`config.mk`:
```
export PLATFORM = sky130hd
export DESIGN_NAME = pbd_decoder
export DESIGN_NICKNAME = d
export VERILOG_FILES = /design/src/pbd_pkg.sv /design/src/pbd_decoder.sv /design/src/pbd_fifo.sv
export SDC_FILE = /design/constraint.sdc
export NUM_CORES = 1
export LEC_CHECK = 0
export BUFFER_PORTS_ARGS = -buffer_cell sky130_fd_sc_hd__buf_2
export CAP_MARGIN = 20
export CORE_ASPECT_RATIO = 1.1
export CORE_MARGIN = 2
export CORE_UTILIZATION = 40
export DETAILED_ROUTE_END_ITERATION = 8
export PLACE_DENSITY = 0.65
export SETUP_SLACK_MARGIN = 0.3
export SLEW_MARGIN = 20
export SYNTH_ARGS = -nofsm -noshare
export SYNTH_HDL_FRONTEND = slang
export SYNTH_SLANG_ARGS = --single-unit
```
`constraint.sdc`:
```
create_clock -name clk -period 5.8 [get_ports clk]
set_clock_uncertainty 0.05 [all_clocks]
set_input_delay 0 -clock clk [delete_from_list [all_inputs] [get_ports clk]]
set_output_delay 0 -clock clk [all_outputs]
set_load 0.01 [all_outputs]
```
`src/pbd_pkg.sv`:
```
// Shared constants and types of the paging batch decoder.
package pbd_pkg;

	// ****************************************
	// Clock and bit timing.
	// ****************************************
	localparam int CLK_NS = 20;
	localparam int BIT_NS_512 = 1953125;
	localparam int BIT_NS_1200 = 833333;
	localparam int BIT_CYC_512 = BIT_NS_512 / CLK_NS;
	localparam int BIT_CYC_1200 = BIT_NS_1200 / CLK_NS;

	// ****************************************
	// Battery saver duty cycle without preamble.
	// ****************************************
	localparam int SAVE_ON_MS_512 = 217;
	localparam int SAVE_ON_MS_1200 = 93;
	localparam int SAVE_PERIOD_US = 1047000;
	localparam int SAVE_ON_CYC_512 = SAVE_ON_MS_512 * 1000000 / CLK_NS;
	localparam int SAVE_ON_CYC_1200 = SAVE_ON_MS_1200 * 1000000 / CLK_NS;
	localparam int SAVE_PERIOD_CYC = SAVE_PERIOD_US * 1000 / CLK_NS;

	// ****************************************
	// Stream structure.
	// ****************************************
	localparam logic [31:0] BATCH_SYNC_WORD = 32'h7CD215D8;
	localparam logic [31:0] IDLE_WORD = 32'h7A89C197;
	localparam logic [5:0] CW_BITS = 6'h20;
	localparam logic [4:0] SLOTS_PER_BATCH = 5'h10;
	localparam logic [9:0] PRE_DET_BITS = 10'h020;
	localparam logic [9:0] HUNT_BITS = 10'h280;

	// ****************************************
	// Reset values and output encodings.
	// ****************************************
	localparam logic [31:0] CNT_RESET = 32'h00000000;
	localparam logic [1:0] KIND_ADDR = 2'h0;
	localparam logic [1:0] KIND_MSG = 2'h1;
	localparam logic [1:0] MODE_ACQUIRE = 2'h1;
	localparam logic [1:0] MODE_TRACK = 2'h2;
	localparam int FIFO_W = 35;
	localparam int FIFO_D = 32;

	typedef enum logic [1:0] {
		ST_SEARCH = 2'b00,
		ST_HUNT = 2'b01,
		ST_BATCH = 2'b10,
		ST_SYNC = 2'b11
	} pbd_state_t;

endpackage : pbd_pkg

```
`src/pbd_decoder.sv`:
```
// Serial paging stream decoder: preamble, batch sync, frames, address match.
//
// Behaviour
// Line high is logic zero, line low is logic one.
// Sender gives 576 alternating preamble bits at 512 or 1200 bps.
// Alternating preamble marks a valid stream and aligns bit sampling.
// After sync, count eight frames of two codewords, sixteen slots.
// Sender fills every frame with two codewords of any type.
// Fixed 32-bit sync word starts each batch and realigns counting.
// Receiver strobe stays on while the sync word is expected.
// First received bit zero marks an address codeword.
// Bits 2 to 19 form the address compared with own address.
// Bits 20 and 21 select one of four sources.
// Bits 22 to 31 are check bits, bit 32 even parity.
// Addresses are examined only in the configured three-bit frame.
// Receiver strobe is off in all other frames of the batch; the code keeps it on there while a message follows.
// Identity is 18 address bits above the three frame bits.
// First bit one marks a message codeword following a match.
// Exact idle pattern is recognised and carries no address.
// Sender pads a single-address frame with idle to 64 bits.
// Strobe drives the receiver regulator; mode lines set the demodulator.
// Pages are address plus numeric data; tone-only is not handled.
// Matching page words are passed to the host.
// Without preamble strobe on 217 ms or 93 ms every 1.047 s.
// On own address raise alert and keep decoding messages.
// Sync word matched is hexadecimal 7CD215D8.
// Bit 1 arrives first and bit 32 last.
`timescale 1ns/100ps
module pbd_decoder import pbd_pkg::*; #(
	parameter int unsigned BIT_CYCLES_512 = BIT_CYC_512,
	parameter int unsigned BIT_CYCLES_1200 = BIT_CYC_1200,
	parameter int unsigned SAVE_ON_512 = SAVE_ON_CYC_512,
	parameter int unsigned SAVE_ON_1200 = SAVE_ON_CYC_1200,
	parameter int unsigned SAVE_PERIOD = SAVE_PERIOD_CYC
) (
	input wire logic clk,
	input wire logic resetn,
	input wire logic rx_data,
	input wire logic rate_1200,
	input wire logic [17:0] own_address,
	input wire logic [2:0] own_frame,
	output logic rx_power_strobe,
	output logic [1:0] demod_mode,
	output logic page_alert,
	output logic [1:0] page_source,
	output logic [20:0] page_identity,
	output logic in_sync,
	output logic overflow,
	output logic host_valid,
	input wire logic host_ready,
	output logic [FIFO_W-1:0] host_data
);

	// ****************************************
	// Declarations.
	// ****************************************
	pbd_state_t state;
	logic sync1;
	logic sync2;
	logic sync3;
	logic line_level;
	logic line_prev;
	logic line_edge;
	logic bit_value;
	logic bit_tick;
	logic [31:0] bit_phase;
	logic [31:0] bit_len;
	logic [31:0] save_cnt;
	logic [31:0] save_on;
	logic save_window;
	logic [31:0] shreg;
	logic [31:0] next_shreg;
	logic prev_bit;
	logic [9:0] alt_cnt;
	logic [9:0] hunt_cnt;
	logic [5:0] bit_cnt;
	logic [4:0] slot;
	logic [2:0] frame;
	logic cw_done;
	logic own_slot;
	logic msg_follow;
	logic is_idle;
	logic is_addr;
	logic parity_ok;
	logic addr_hit;
	logic push_req;
	logic [FIFO_W-1:0] push_word;
	logic fifo_in_ready;

	// ****************************************
	// Line input and bit timing.
	// ****************************************

	// Three-stage synchroniser; a new level counts once stages two and three
	// agree, which also rejects single-sample glitches.
	always_ff @(posedge clk) begin
		if (!resetn) begin
			sync1 <= 1'b1;
			sync2 <= 1'b1;
			sync3 <= 1'b1;
		end else begin
			sync1 <= rx_data;
			sync2 <= sync1;
			sync3 <= sync2;
		end
	end

	// Filtered line level and its previous value for edge detection.
	always_ff @(posedge clk) begin
		if (!resetn) begin
			line_level <= 1'b1;
			line_prev <= 1'b1;
		end else begin
			if (sync2 == sync3) begin
				line_level <= sync3;
			end
			line_prev <= line_level;
		end
	end

	assign line_edge = line_level != line_prev;
	assign bit_value = ~line_level;
	assign bit_len = rate_1200 ? BIT_CYCLES_1200 : BIT_CYCLES_512;

	// Bit clock divider. Outside a batch every line edge pulls the sampling
	// point to mid-bit, so the alternating preamble trains the phase; inside a
	// batch the receiver may be off, so edges are ignored there.
	always_ff @(posedge clk) begin
		if (!resetn) begin
			bit_phase <= CNT_RESET;
		end else if (line_edge && (state == ST_SEARCH || state == ST_HUNT)) begin
			bit_phase <= bit_len >> 1;
		end else if (bit_phase == CNT_RESET) begin
			bit_phase <= bit_len - 32'd1;
		end else begin
			bit_phase <= bit_phase - 32'd1;
		end
	end

	assign bit_tick = (bit_phase == CNT_RESET);

	// ****************************************
	// Battery saver duty cycle.
	// ****************************************

	// Free-running period counter; only consulted while searching.
	always_ff @(posedge clk) begin
		if (!resetn) begin
			save_cnt <= CNT_RESET;
		end else if (save_cnt >= SAVE_PERIOD - 1) begin
			save_cnt <= CNT_RESET;
		end else begin
			save_cnt <= save_cnt + 32'd1;
		end
	end

	assign save_on = rate_1200 ? SAVE_ON_1200 : SAVE_ON_512;
	assign save_window = save_cnt < save_on;

	// ****************************************
	// Shift register and codeword fields.
	// ****************************************

	// Bit 1 enters first and ends at bit 31, bit 32 ends at bit 0.
	assign next_shreg = {shreg[30:0], bit_value};

	always_ff @(posedge clk) begin
		if (!resetn) begin
			shreg <= CNT_RESET;
			prev_bit <= 1'b0;
		end else if (bit_tick) begin
			shreg <= next_shreg;
			prev_bit <= bit_value;
		end
	end

	assign frame = slot[3:1];
	assign own_slot = (frame == own_frame);
	assign cw_done = bit_tick && (state == ST_BATCH) && (bit_cnt == CW_BITS - 6'd1);
	assign is_idle = (next_shreg == IDLE_WORD);
	assign is_addr = !next_shreg[31] && !is_idle;
	assign parity_ok = ~^next_shreg;
	assign addr_hit = is_addr && parity_ok && own_slot
		&& (next_shreg[30:13] == own_address);

	// ****************************************
	// Sequencer.
	// ****************************************

	// Preamble run counter: consecutive alternating bits while listening.
	always_ff @(posedge clk) begin
		if (!resetn) begin
			alt_cnt <= '0;
		end else if (state != ST_SEARCH || !save_window) begin
			alt_cnt <= '0;
		end else if (bit_tick) begin
			if (bit_value != prev_bit) begin
				alt_cnt <= alt_cnt + 10'd1;
			end else begin
				alt_cnt <= '0;
			end
		end
	end

	// Main state and counters. A missing sync word drops back to search,
	// which costs the rest of the stream until the next preamble.
	always_ff @(posedge clk) begin
		if (!resetn) begin
			state <= ST_SEARCH;
			hunt_cnt <= '0;
			bit_cnt <= '0;
			slot <= '0;
		end else if (bit_tick) begin
			case (state)
				ST_SEARCH: begin
					hunt_cnt <= '0;
					if (alt_cnt >= PRE_DET_BITS - 10'd1) begin
						state <= ST_HUNT;
					end
				end
				ST_HUNT: begin
					if (next_shreg == BATCH_SYNC_WORD) begin
						state <= ST_BATCH;
						bit_cnt <= '0;
						slot <= '0;
					end else if (hunt_cnt == HUNT_BITS) begin
						state <= ST_SEARCH;
					end else begin
						hunt_cnt <= hunt_cnt + 10'd1;
					end
				end
				ST_BATCH: begin
					if (bit_cnt == CW_BITS - 6'd1) begin
						bit_cnt <= '0;
						if (slot == SLOTS_PER_BATCH - 5'd1) begin
							slot <= '0;
							state <= ST_SYNC;
						end else begin
							slot <= slot + 5'd1;
						end
					end else begin
						bit_cnt <= bit_cnt + 6'd1;
					end
				end
				ST_SYNC: begin
					if (bit_cnt == CW_BITS - 6'd1) begin
						bit_cnt <= '0;
						if (next_shreg == BATCH_SYNC_WORD) begin
							state <= ST_BATCH;
						end else begin
							state <= ST_SEARCH;
						end
					end else begin
						bit_cnt <= bit_cnt + 6'd1;
					end
				end
				default: begin
					state <= ST_SEARCH;
				end
			endcase
		end
	end

	// Message follow flag: set by an own address, held through message
	// codewords, ended by any idle or address word or by loss of sync.
	always_ff @(posedge clk) begin
		if (!resetn) begin
			msg_follow <= 1'b0;
		end else if (state == ST_SEARCH) begin
			msg_follow <= 1'b0;
		end else if (cw_done) begin
			if (addr_hit) begin
				msg_follow <= 1'b1;
			end else if (is_idle || is_addr) begin
				msg_follow <= 1'b0;
			end
		end
	end

	// ****************************************
	// Page reporting.
	// ****************************************

	// Alert pulse, source selector and full identity of the latest match.
	always_ff @(posedge clk) begin
		if (!resetn) begin
			page_alert <= 1'b0;
			page_source <= '0;
			page_identity <= '0;
		end else begin
			page_alert <= cw_done && addr_hit;
			if (cw_done && addr_hit) begin
				page_source <= next_shreg[12:11];
				page_identity <= {next_shreg[30:13], own_frame};
			end
		end
	end

	// Words to the host: the matched address, then each message codeword.
	// Only address-plus-data pages exist here; a match with no message
	// following simply yields one address word.
	assign push_req = cw_done
		&& (addr_hit || (msg_follow && next_shreg[31] && !is_idle));
	assign push_word = {(addr_hit ? KIND_ADDR : KIND_MSG), parity_ok,
		next_shreg};

	// The radio cannot be paused, so a full queue loses the word and leaves
	// a sticky overflow mark until reset.
	always_ff @(posedge clk) begin
		if (!resetn) begin
			overflow <= 1'b0;
		end else if (push_req && !fifo_in_ready) begin
			overflow <= 1'b1;
		end
	end

	pbd_fifo #(
		.WIDTH(FIFO_W),
		.DEPTH(FIFO_D)
	) u_fifo (
		.clk(clk),
		.resetn(resetn),
		.in_valid(push_req),
		.in_ready(fifo_in_ready),
		.in_data(push_word),
		.out_valid(host_valid),
		.out_ready(host_ready),
		.out_data(host_data)
	);

	// ****************************************
	// Receiver control.
	// ****************************************

	// Supply strobe: duty cycled while searching, on while hunting and across
	// the sync word, otherwise on only for the own frame or a running message.
	always_ff @(posedge clk) begin
		if (!resetn) begin
			rx_power_strobe <= 1'b1;
		end else begin
			case (state)
				ST_SEARCH: rx_power_strobe <= save_window;
				ST_HUNT: rx_power_strobe <= 1'b1;
				ST_SYNC: rx_power_strobe <= 1'b1;
				default: rx_power_strobe <= own_slot || msg_follow;
			endcase
		end
	end

	// Demodulator mode lines: fast acquisition until sync, tracking after.
	always_ff @(posedge clk) begin
		if (!resetn) begin
			demod_mode <= MODE_ACQUIRE;
			in_sync <= 1'b0;
		end else begin
			demod_mode <= (state == ST_BATCH || state == ST_SYNC) ?
				MODE_TRACK : MODE_ACQUIRE;
			in_sync <= (state == ST_BATCH || state == ST_SYNC);
		end
	end

endmodule : pbd_decoder

```
`src/pbd_fifo.sv`:
```
// Word FIFO with registered read data between decoder and host.
`timescale 1ns/100ps
module pbd_fifo #(
	parameter int WIDTH = 35,
	parameter int DEPTH = 32
) (
	input wire logic clk,
	input wire logic resetn,
	input wire logic in_valid,
	output logic in_ready,
	input wire logic [WIDTH-1:0] in_data,
	output logic out_valid,
	input wire logic out_ready,
	output logic [WIDTH-1:0] out_data
);
	localparam int AW = $clog2(DEPTH);

	logic [WIDTH-1:0] mem [DEPTH];
	logic [AW-1:0] wr_ptr;
	logic [AW-1:0] rd_ptr;
	logic [AW:0] count;
	logic push;
	logic pop;

	// ****************************************
	// Handshake terms.
	// ****************************************
	// Full is honest: the output register does not count as free space.
	assign in_ready = (count != (AW + 1)'(DEPTH));
	assign push = in_valid && in_ready;
	assign pop = (count != '0) && (!out_valid || out_ready);

	// Storage array; written only, never reset.
	always_ff @(posedge clk) begin
		if (push) begin
			mem[wr_ptr] <= in_data;
		end
	end

	// Pointers and fill level.
	always_ff @(posedge clk) begin
		if (!resetn) begin
			wr_ptr <= '0;
			rd_ptr <= '0;
			count <= '0;
		end else begin
			if (push) begin
				wr_ptr <= (wr_ptr == AW'(DEPTH - 1)) ? '0 : wr_ptr + 1'b1;
			end
			if (pop) begin
				rd_ptr <= (rd_ptr == AW'(DEPTH - 1)) ? '0 : rd_ptr + 1'b1;
			end
			if (push && !pop) begin
				count <= count + 1'b1;
			end else if (pop && !push) begin
				count <= count - 1'b1;
			end
		end
	end

	// Output register stage; it holds a word until the host takes it.
	always_ff @(posedge clk) begin
		if (!resetn) begin
			out_valid <= 1'b0;
			out_data <= '0;
		end else if (pop) begin
			out_valid <= 1'b1;
			out_data <= mem[rd_ptr];
		end else if (out_ready) begin
			out_valid <= 1'b0;
		end
	end

endmodule : pbd_fifo

```
* After elaboration in Yosys (flattened, before gate mapping)
Memories as Yosys holds them, arrays and structs flattened. A register that Yosys moved wholly into a read port is not among the register bits.
Index checks and enable logic that the tools add are counted.
** Storage, ports and cells
- Register bits after elaboration :: 216
- Memory bits (writable) :: 1088
- Bits of input ports :: 26
- Output and inout bits :: 65
- Logic and storage cells :: 158
- Memories kept :: 1
** Operators by class
- Add/sub/neg operators :: 11
- Magnitude comparators :: 3
- Eq/ne operators :: 24
- Multiplexer cells :: 36
- Bitwise operators :: 2
- Reductions and logical operators :: 53
** Memories
- u_fifo.mem :: words 32, bits a word 34, rd ports 1, clocked after Yosys merged registers in 1, write ports 1, line pbd_fifo.sv:18 : logic [WIDTH-1:0] mem [DEPTH];
** Operators by type and width (number)
- $eq 32x31->1 const B :: 2
- $add 32x1->32 const B :: 1
- $ge 32x26->1 const B :: 1
- $logic_not 32->1 :: 1
- $lt 32x24->1 :: 1
- $mux 32 :: 1
- $reduce_xnor 32->1 :: 1
- $sub 32x1->32 const B :: 1
- $mux 31 :: 1
- $mux 10 :: 3
- $mux 5 :: 5
- $mux 24 :: 1
- $mux 6 :: 4
- $add 10x1->10 const B :: 2
- $pmux 10 s2 :: 1
- $eq 18x18->1 :: 1
- $sub 17x1->18 const B :: 1
- $mux 17 :: 1
- $logic_and 1x1->1 :: 16
- $mux 2 :: 8
- $add 5x1->5 const B :: 3
- $reduce_bool 2->1 :: 7
- $add 6x1->6 const B :: 2
- $ne 2x2->1 const B :: 6
- 29 further kinds :: 58

* Longest topological paths before layout
Gate-level depths: netlist of the first run.
- Word-level depth :: 14
- Mapped depth :: 19
- Depth with buffers taken out :: 18

* Modules after synthesis
A second synthesis of the first run with hierarchy kept.
** Second synthesis, totals
- Cells, all modules :: 2966
- Area, all modules :: 52514.1 um2
** By module, submodules not included
- pbd_fifo :: instances 1, cells an instance 1997, area each 44402.6 um2, sequential area each 34673.3 um2
- pbd_decoder :: instances 1, cells an instance 969, area each 8111.5 um2, sequential area each 3243.1 um2

* Worst setup path after synthesis of the first run
OpenSTA, ideal clock, no wires.
- Kind :: reg-to-reg
- Start :: register shreg[22]
- End :: register u_fifo.count[5]
- Data arrival time :: 4.440 ns
- Required time :: 5.680 ns
- Slack :: 1.239 ns
- Stages on the path, launching flop included :: 18
- Buffers on the path :: 1
- Period minus slack after synthesis :: 4.561 ns
- Cell sequence :: dfxtp_1 xor2_1 nor4_1 nand4_1 or4_4 or4_4 a21oi_4 buf_6 ha_1 inv_1 ha_1 a21o_1 a21oi_1 o21bai_1 a21oi_1 xnor2_1 or3_1 a21oi_1
** On the way
- Word-level cells in the longest chain between the ends :: 12
- Elaborated cells between the ends (all ways) :: 17
** Ends and longest elaborated chain
- from (decl) :: line pbd_decoder.sv:71 : logic [31:0] shreg;
- from (signal assigned) :: line pbd_decoder.sv:172 : shreg <= next_shreg;
- $eq 32x31->1 :: line pbd_decoder.sv:180 : assign is_idle = (next_shreg == IDLE_WORD);
- $logic_not 1->1 :: line pbd_decoder.sv:181, pbd_decoder.sv:303
- $logic_and 1x1->1 :: line pbd_decoder.sv:181 : assign is_addr = !next_shreg[31] && !is_idle;
- $logic_and 1x1->1 (2 in series) :: line pbd_decoder.sv:183 : assign addr_hit = is_addr && parity_ok && own_slot
- $logic_and 1x1->1 :: line pbd_decoder.sv:184 : && (next_shreg[30:13] == own_address);
- $logic_or 1x1->1 (*) :: line pbd_decoder.sv:303 : && (addr_hit || (msg_follow && next_shreg[31] && !is_idle));
- $logic_and 1x1->1 (*) :: line pbd_decoder.sv:303
- $logic_and 1x1->1 (*) :: line pbd_fifo.sv:30 : assign push = in_valid && in_ready;
- net u_fifo.push :: line pbd_fifo.sv:22 : logic push;
- $logic_not 1->1 :: line pbd_fifo.sv:55 : end else if (pop && !push) begin
- $logic_and 1x1->1 :: line pbd_fifo.sv:55
- $reduce_bool 2->1 (no source line)
- to (signal assigned) :: line pbd_fifo.sv:54 : count <= count + 1'b1;
- to (signal assigned) :: line pbd_fifo.sv:56 : count <= count - 1'b1;
- to (decl) :: line pbd_fifo.sv:21 : logic [AW:0] count;
Mark *: on every way through the listed nets, which the timed path passes. The rest lies on a longest branch.
A chain may end at the register's enable or synchronous reset.

* Worst setup path after layout of the first run
- Start :: register shreg[19]
- End :: register u_fifo.count[5]
** On the way
- Word-level cells in the longest chain between the ends :: 12
- Elaborated cells between the ends (all ways) :: 17
** Ends and longest elaborated chain (line)
- $eq 32x31->1 :: pbd_decoder.sv:180
- $logic_not 1->1 :: pbd_decoder.sv:181, pbd_decoder.sv:303
- $logic_and 1x1->1 :: pbd_decoder.sv:181
- $logic_and 1x1->1 (2 in series) :: pbd_decoder.sv:183
- $logic_and 1x1->1 :: pbd_decoder.sv:184
- $logic_or 1x1->1 (*) :: pbd_decoder.sv:303
- $logic_and 1x1->1 (*) :: pbd_decoder.sv:303
- $logic_and 1x1->1 (*) :: pbd_fifo.sv:30
- $logic_not 1->1 :: pbd_fifo.sv:55
- $logic_and 1x1->1 :: pbd_fifo.sv:55
- $reduce_bool 2->1 (no source line)
Every way passes the cells marked *; elsewhere a longest branch is shown, timed or not.

==> results of run 1 <==
## sequential cells by signal (all words and copies together), names as in the netlist, 6 cells and up, named ones only
register,cells
u_fifo.mem,1088
u_fifo.out_data,34
bit_phase,32
save_cnt,32
shreg,31
page_identity,21
alt_cnt,10
hunt_cnt,10
bit_cnt,6
u_fifo.count,6
## worst max path at each step
stage                     startpoint              end  cells after the start
after floorplan            shreg[22]  u_fifo.count[5]                     17
after global placement     shreg[13]  u_fifo.count[5]                     19
after detailed placement   shreg[13]  u_fifo.count[5]                     19
after CTS                  shreg[21]  u_fifo.count[5]                     17
after global routing       shreg[21]  u_fifo.count[5]                     17
final                      shreg[19]  u_fifo.count[5]                     17
## stage by stage
stage          cells  cell area (um2)
2_1_floorplan   2743            51200
3_3_place_gp    4467            54200
3_5_place_dp    4468            54200
4_1_cts         4734            58700
5_1_grt         4735            58700
6_report        4735            58700
## kinds of logic (layout without fill, tap and decap cells)
logic type               count (synthesis)  in the layout  share of synthesized area
AND/OR/NAND/NOR                        481            481                     0.0467
other                                    1              7                  0.0000733
buffers and inverters                  180            503                     0.0140
flip-flops                            1301           1301                      0.722
AO/OA/AOI/OAI                          203            204                     0.0216
XOR/XNOR                               110            110                     0.0188
adder cells (fa/ha/maj)                 61             61                     0.0151
multiplexers                           400            400                      0.161
## final cells by class
| type | count | area (um2) |
|---|---|---|
| Timing Repair Buffer | 207 | 1570 |
| Clock buffer | 191 | 3830 |
| Clock inverter | 60 | 492 |
| Inverter | 45 | 170 |
| Tap cell | 1668 | 2090 |
| Multi-Input combinational cell | 1263 | 13600 |
| Sequential cell | 1301 | 37000 |
| Fill cell | 10600 | 68100 |
## metal layers
layer	global-route usage	vias to the layer above
met5	0	-
met4	0.0651	6
met3	0.0438	221
met2	0.300	1001
met1	0.260	13900
li1	-	11400
## what timing repair did
item	CTS	global route
hold buffers	15	0
setup endpoints to repair	0	1
hold endpoints to repair	67	0
## worst register-to-register path, cell delays in order, from the launching register on
cell and delay, ns:
dfxtp_1 0.33, buf_4 0.36, xnor2_1 0.18, nand3_1 0.08
dlygate4sd3_1 0.57, or4_4 0.47, or4_4 0.63, a21oi_4 0.39
ha_1 0.27, inv_1 0.13, ha_1 0.29, a21o_1 0.17
a21oi_1 0.24, o21bai_1 0.10, a21oi_1 0.18, xnor2_1 0.10
or3_1 0.31, a21oi_1 0.15
## power groups by stage
stage	sequential (mW)	combinational [mW]	clock (mW)
after floorplan	10.3	0.550	0
after global placement	10.3	0.713	0
after detailed placement	10.3	0.718	0
after CTS	10.1	0.731	8.61
after global routing	10.2	0.808	8.98
final	10.2	0.729	8.44
## synth_stat cells (2+ instances only)
library cell / number / share of area
nand3b_1: 2 / 0.00029
mux2i_1: 59 / 0.012
o21ai_0: 59 / 0.0058
buf_2: 2 / 0.00020
buf_6: 3 / 0.00066
o31ai_1: 3 / 0.00044
edfxtp_1: 1088 / 0.64
dfxtp_1: 213 / 0.083
nand2b_1: 8 / 0.00098
and4_1: 4 / 0.00068
nor3_2: 2 / 0.00039
o21bai_1: 3 / 0.00044
xor2_1: 57 / 0.0098
nor2b_1: 6 / 0.00073
nor2_1: 140 / 0.010
and2_1: 4 / 0.00049
or4_1: 4 / 0.00059
a21oi_1: 114 / 0.011
nor4_2: 2 / 0.00049
nor3_1: 20 / 0.0020
nand3_1: 30 / 0.0029
and3b_1: 2 / 0.00034
clkbuf_1: 96 / 0.0070
a31oi_1: 7 / 0.00086
a21o_1: 2 / 0.00029
nand4b_1: 3 / 0.00051
nor3b_1: 8 / 0.0012
mux4_2: 340 / 0.15
a211oi_1: 2 / 0.00029
nand2_1: 125 / 0.0092
ha_1: 60 / 0.015
o21a_1: 2 / 0.00029
xnor2_1: 53 / 0.0091
or3_1: 14 / 0.0017
buf_4: 4 / 0.00059
o2111ai_1: 2 / 0.00034
nand4_1: 28 / 0.0034
nor4_1: 22 / 0.0027
and3_1: 47 / 0.0057
nor4b_1: 2 / 0.00034
inv_1: 43 / 0.0032
buf_1: 30 / 0.0022
o211ai_1: 2 / 0.00029
or2_2: 2 / 0.00024
or4_4: 3 / 0.00066
==> results.cfg, run 1 <==
[power]
max-vdd-ir-drop_mv = 0.267
power.total_mw = 19.3
switching_power_mw = 4.10
power.internal_mw = 15.2
power_frac_comb = 0.038
powerDensity_nw_per_um2 = 329
p_sw_frac = 0.212
leakagePower_nw = 18.8
clock_power_share = 0.437
p_seq_frac = 0.525

[route]
drt-total-wl_um = 123000
m1WireLength_um = 51300
vias = 26500
drt-pass1-iter-count = 5
avgViaCountPerCell = 5.60
detail-route-antenna-nets = 0
drt_iter0_drc = 2746
remaining_drc_errors = 0
routed-wl-met3_um = 9610
routed-wl-met2_um = 58600
highest_layer = met5
wire_per_inst_um = 26.0

[clock_network]
root_buffer = clkbuf_16
cts_setup_buffers = 0
clock_path_buffers = 3
insertion_delay_ns = 0.73
clock-sinks = 1301
clk_pin_slew_ns = 0.06
cts_max_level = 4
cts_resized = 0
numCtsBuffers = 139
cts_tree = built

[setup_path]
reg2regPathDepth = 17
r2r-start = shreg[19]
crit_fanout = 37
end_kind = register
cpMaxStageDelayCell = or4_4
max_stage_delay_ns = 0.63
critPathArrivalTime_ns = 5.69
worst-setup-path-type = reg -> reg
crit_chain = buf_4, xnor2_1, nand3_1, dlygate4sd3_1, or4_4, or4_4, a21oi_4, ha_1, inv_1, ha_1, a21o_1, a21oi_1, o21bai_1, a21oi_1, xnor2_1, or3_1, a21oi_1
start_kind = register
r2r_end = u_fifo.count[5]
cp_common_cell = a21oi_1
cp_data_required_time_ns = 6.37
r2r_slack_ns = 0.68
cp_num_buf_inv = 3
critical_path.top_delay_family = simple AND/OR/NAND/NOR gates

[yosys]
synth_edf_count = 1088
avgSynthCellArea_um2 = 18.7
ys_seq_area_frac = 0.722
yosys_warnings = 0
synthArstFlopShare = 0
synth_cell_types = 60
synthesis.area_um2 = 51100
syn_inst = 2737
ys_ff_latch = 1301
synthFlopType = edfxtp_1

[floorplan]
dieArea_um2 = 131000
start_util = 0.403
placeableCoreArea_um2 = 127000
dieWidth_um = 345
std_cell_rows = 137
io_pins = 91
die_h_um = 379

[global_route]
grt_pass1_vias = 26600
grt_max_degree = 81
track_usage = 0.190
grt_pass1_wl_um = 180000
antenna_found_initial = 5
gr-total-overflow = 0

[min_path]
holdCritStartpoint = own_address[2]
min_to = u_fifo.wr_ptr[4]
hold_class = in -> reg
holdPathStages = 7

[final_layout]
final_core_util = 0.463
final_common_cell = edfxtp_1
drive_above_1_share = 0.254
antennaDiodeCount = 0
syn_to_final_growth_pct = 14.8
most-common-layout-cells = 1088 x edfxtp_1, 340 x mux4_2, 208 x dfxtp_1
final_nets = 3044

[sta]
worst_slack_ns = 0.680
relSlewSlack = 0.306
hold_viol = 0
tns_ns = 0
slew_violations = 0
setup_viol = 0
rsz0062_at_grt = no
worstMarginPinSlew_ns = 1.01
period_needed_ns = 5.12
fin_crit_sh = 0.883
fmax_mhz = 195
hold_ws_ns = 0.136

[placement]
pre_cts_ws_ns = 0.758
dp_hpwl_um = 71500
place_congestion = 0.797
io_buffers = 89

[run_status]
outcome = finished clean

[job]
max_cap_violations = 0
No activity file was read; power rests on OpenSTA's default activity.
==> inputs of run 2 (changes only) <==
==> constraint.sdc (replaced) <==
create_clock -name clk -period 4.8 [get_ports clk]
set_clock_uncertainty 0.05 [all_clocks]
set_input_delay 0 -clock clk [delete_from_list [all_inputs] [get_ports clk]]
set_output_delay 0 -clock clk [all_outputs]
set_load 0.01 [all_outputs]
==> results.cfg, run 2 (same netlist as run 1, synthesis figures left out) <==
[min_path]
holdPathStages = 3
min_to = rx_power_strobe
holdCritStartpoint = resetn
hold_class = in -> reg

[floorplan]
start_util = 0.403
io_pins = 91
dieWidth_um = 345
std_cell_rows = 137
die_h_um = 379
placeableCoreArea_um2 = 127000
dieArea_um2 = 131000

[setup_path]
r2r-start = shreg[28]
crit_fanout = 5
worst-setup-path-type = reg -> reg
start_kind = register
critPathArrivalTime_ns = 4.87
end_kind = register
r2r_slack_ns = 0.56
cp_data_required_time_ns = 5.43
cpMaxStageDelayCell = or4_4
max_stage_delay_ns = 0.61
crit_chain = xor2_1, nor4_1, nand4_1, or4_4, or4_4, a21oi_4, ha_1, inv_1, ha_1, a21o_1, a21oi_2, o21bai_1, a21oi_1, xnor2_1, or3_1, a21oi_1
reg2regPathDepth = 16
r2r_end = u_fifo.count[5]

[route]
routed-wl-met2_um = 60600
m1WireLength_um = 51300
detail-route-antenna-nets = 0
drt-pass1-iter-count = 5
remaining_drc_errors = 0
highest_layer = met5
wire_per_inst_um = 26.4
avgViaCountPerCell = 5.59
vias = 26600
routed-wl-met3_um = 9750
drt_iter0_drc = 2821
drt-total-wl_um = 125000

[final_layout]
final_nets = 3066
final_common_cell = edfxtp_1
largest_register_ffs = 1088
final_core_util = 0.466
antennaDiodeCount = 0
syn_to_final_growth_pct = 15.6
drive_above_1_share = 0.263
finalNonFillerCells = 4753
reg.largest.list = u_fifo.mem: 1088 flops, u_fifo.out_data: 34 flops
most-common-layout-cells = 1088 x edfxtp_1, 340 x mux4_2, 196 x dfxtp_1
top_register = u_fifo.mem

[clock_network]
cts_max_level = 4
clock-sinks = 1301
root_buffer = clkbuf_16
clk_pin_slew_ns = 0.06
cts_tree = built
cts_setup_buffers = 0
clock_path_buffers = 3
numCtsBuffers = 135
insertion_delay_ns = 0.76

[sta]
worstMarginPinSlew_ns = 1.10
slew_violations = 0
tns_ns = 0
setup_viol = 0
fin_crit_sh = 0.884
fmax_mhz = 236
rsz0062_at_grt = no
hold_viol = 0
worst_slack_ns = 0.558
relSlewSlack = 0.270
period_needed_ns = 4.24

[global_route]
grt_pass1_vias = 26600
gr-total-overflow = 0
antenna_found_initial = 9
grt_max_degree = 72
grt_pass1_wl_um = 183000
track_usage = 0.195

[power]
power.total_mw = 23.4
leakagePower_nw = 19.0
powerDensity_nw_per_um2 = 396
max-vdd-ir-drop_mv = 0.391

[placement]
place_congestion = 0.782
dp_hpwl_um = 74300
pre_cts_ws_ns = 0.373
io_buffers = 89
dp.cells = 4493

[run_status]
outcome = finished clean

[job]
max_cap_violations = 0
run 2: final cells by class:
type / count / area (um2)
clock buffers: 178 / 3680
fillers: 10700 / 67700
flip-flops and latches: 1301 / 37000
well taps: 1668 / 2090
clock inverters: 65 / 629
repair buffers: 234 / 2000
multi-input cells: 1262 / 13600
inverters: 45 / 170
run 2: where the power goes:
group | leakage, nW | switching [mW] | internal, mW | total, mW
Sequential | 11.8 | 0.106 | 12.2 | 12.3
Combinational | 5.04 | 0.563 | 0.348 | 0.911
Clock | 2.09 | 4.27 | 5.94 | 10.2
run 2: what timing repair did:
item                                   4_1_cts  5_1_grt
endpoints found under the hold margin       65        0
setup endpoints to repair                    0        1
hold buffers                                17        0
resized for setup                            0       13
run 2: worst max-delay path by stage:
stage / from / endpoint / slack (ns)
finish: shreg[28] / u_fifo.count[5] / 0.56
global route: shreg[14] / u_fifo.count[5] / 0.30
CTS: shreg[17] / u_fifo.count[5] / 0.37
detailed placement: shreg[17] / u_fifo.count[5] / 0.37
global placement: shreg[17] / u_fifo.count[5] / 0.38
floorplan: shreg[19] / u_fifo.count[5] / 0.30
run 2: layer usage:
layer,GRT usage,up-vias
met4,0.0635,4
met3,0.0468,207
met2,0.312,1000
met5,0,-
li1,-,11400
met1,0.261,13900
run 2: worst max-delay path, delay by kind of cell, from the launching register on:
kind	cells	cell delay [ns]
XOR/XNOR	2	0.25
AO/OA/AOI/OAI	6	0.92
AND/OR/NAND/NOR	5	1.99
adder cells (fa/ha/maj)	2	0.48
buffers and inverters	1	0.12
flip-flops	1	0.35
run 2: metrics by stage:
| step | hold WS (ns) | instance area [um2] |
|---|---|---|
| global route | 0.0951 | 59100 |
| finish | 0.111 | 59100 |
| global placement | 0.138 | 54600 |
| CTS | 0.0680 | 59100 |
| floorplan | 0.0515 | 51200 |
| detailed placement | 0.135 | 54600 |
==> inputs of run 3 (changes only) <==
--- a/config.mk
+++ b/config.mk
@@ -7,11 +7,13 @@
 export LEC_CHECK = 0
 export BUFFER_PORTS_ARGS = -buffer_cell sky130_fd_sc_hd__buf_2
 export CAP_MARGIN = 20
+export CELL_PAD_IN_SITES_DETAIL_PLACEMENT = 1
+export CELL_PAD_IN_SITES_GLOBAL_PLACEMENT = 1
 export CORE_ASPECT_RATIO = 1.1
 export CORE_MARGIN = 2
 export CORE_UTILIZATION = 40
 export DETAILED_ROUTE_END_ITERATION = 8
-export PLACE_DENSITY = 0.65
+export PLACE_DENSITY = 0.71
 export SETUP_SLACK_MARGIN = 0.3
 export SLEW_MARGIN = 20
 export SYNTH_ARGS = -nofsm -noshare
==> results.cfg, run 3 (same netlist as run 1, synthesis figures left out) <==
[global_route]
gr-total-overflow = 0
grt_pass1_wl_um = 204000
grt_pass1_vias = 29500
antenna_found_initial = 4
track_usage = 0.218
grt_max_degree = 88

[clock_network]
insertion_delay_ns = 0.78
numCtsBuffers = 134
root_buffer = clkbuf_16
cts_max_level = 4
clk_pin_slew_ns = 0.06
cts_tree = built
clock_path_buffers = 3
clock-sinks = 1301

[power]
p_seq_frac = 0.524
leakagePower_nw = 19.1
powerDensity_nw_per_um2 = 394
switching_power_mw = 5.15
max-vdd-ir-drop_mv = 0.314
clock_power_share = 0.434
power.internal_mw = 18.3
power_frac_comb = 0.042
p_sw_frac = 0.220

[sta]
slew_violations = 0
setup_viol = 0
relSlewSlack = 0.284
worstMarginPinSlew_ns = 1.07
hold_viol = 0
worst_slack_ns = 0.441
period_needed_ns = 4.36
fin_crit_sh = 0.908
fmax_mhz = 229
rsz0062_at_grt = no
tns_ns = 0

[placement]
io_buffers = 89
place_congestion = 0.817
pre_cts_ws_ns = 0.258
dp_hpwl_um = 86100

[job]
max_cap_violations = 0

[min_path]
hold_class = in -> reg

[setup_path]
end_kind = register
cp_data_required_time_ns = 5.45
cp_num_buf_inv = 2
worst-setup-path-type = reg -> reg
crit_chain = buf_12, xnor2_1, nand3_2, or4_4, or4_4, a21oi_4, ha_1, inv_1, ha_1, a21o_1, a21oi_2, o21bai_1, a21oi_1, xnor2_1, or3_1, a21oi_1
critPathArrivalTime_ns = 5.01
cpMaxStageDelayCell = or4_4
max_stage_delay_ns = 0.62
crit_fanout = 37
critical_path.top_delay_family = simple AND/OR/NAND/NOR gates
start_kind = register

[route]
m1WireLength_um = 55200
drt_iter0_drc = 3041
detail-route-antenna-nets = 0
avgViaCountPerCell = 5.76
remaining_drc_errors = 0
vias = 27400
wire_per_inst_um = 29.6
drt-total-wl_um = 141000
routed-wl-met3_um = 9620
highest_layer = met5
drt-pass1-iter-count = 6
routed-wl-met2_um = 70400

[final_layout]
drive_above_1_share = 0.269
fill_cells = 11900
top_register = u_fifo.mem
reg.largest.list = u_fifo.mem: 1088 flops, u_fifo.out_data: 34 flops
largest_register_ffs = 1088
seqCellArea_um2 = 37000
most-common-layout-cells = 1088 x edfxtp_1, 340 x mux4_2, 195 x dfxtp_1
final_nets = 3076
final_common_cell = edfxtp_1
antennaDiodeCount = 0
syn_to_final_growth_pct = 16.2
multiInputGateArea_um2 = 13600

[run_status]
outcome = finished clean

[floorplan]
placeableCoreArea_um2 = 127000
start_util = 0.403
dieWidth_um = 345
dieArea_um2 = 131000
std_cell_rows = 137
io_pins = 91
die_h_um = 379
-- run 3: cell types whose count changed in the layout (fill, tap and decap cells not counted), sizes merged --
cell and change:
clkinvlp -3, clkbuf +10, bufinv -3, dlygate4sd3 -7, inv +2, buf +14
-- run 3: power groups by stage --
stage	clock, mW	sequential, mW	combinational [mW]
floorplan	0	12.5	0.665
global placement	0	12.5	0.907
detailed placement	0	12.5	0.950
CTS	10.3	12.3	0.963
global route	10.7	12.3	1.07
finish	10.2	12.3	0.977
-- run 3: final timing paths --
check | from | end | slack (ns) | depth (start not counted)
setup / recovery | shreg[19] | u_fifo.count[5] | 0.44 | 16
hold / removal | own_address[9] | u_fifo.wr_ptr[4] | 0.02 | 6
setup reg to reg | shreg[19] | u_fifo.count[5] | 0.44 | 16
hold reg to reg | sync1 | sync2 | 0.38 | 1
-- run 3: worst min-delay path, stage by stage --
cell and delay, ns:
buf_2 0.10, xnor2_1 0.07, nand3_2 0.14, or4_4 0.19, o31ai_2 0.14, o21ai_0 0.16
-- run 3: per-stage QoR --
step	hold slack [ns]	power, mW	area (um2)	cells	utilization
4_1_cts	0.00994	23.6	59100	4759	0.466
3_3_place_gp	0.177	13.4	54700	4504	0.432
6_report	0.0212	23.4	59500	4766	0.469
2_1_floorplan	0.0515	13.1	51200	2743	-
3_5_place_dp	0.172	13.5	54800	4504	0.432
5_1_grt	0.0263	24.1	59500	4766	0.469
-- run 3: area by class of cell --
class	instances	share of cell area
clock inverter	61	0.0103
timing repair buffer	245	0.0390
sequential	1301	0.622
multi-input combinational	1262	0.229
tap	1668	0.0351
inverter	45	0.00286
clock buffer	184	0.0615
-- run 3: per-layer routing --
metal	vias to the layer above	track usage
li1	11400	-
met1	14700	0.283
met2	1062	0.365
met3	269	0.0382
met4	4	0.0827
met5	-	0
-- run 3: what timing repair did --
| action | in CTS | in global routing |
|---|---|---|
| hold buffers | 10 | 0 |
| endpoints found under the hold margin | 37 | 0 |
| gates cloned | 0 | 4 |
| pin swaps | 0 | 4 |
| setup buffers | 0 | 3 |
| endpoints found under the setup margin | 1 | 2 |
| gates resized for setup | 4 | 47 |
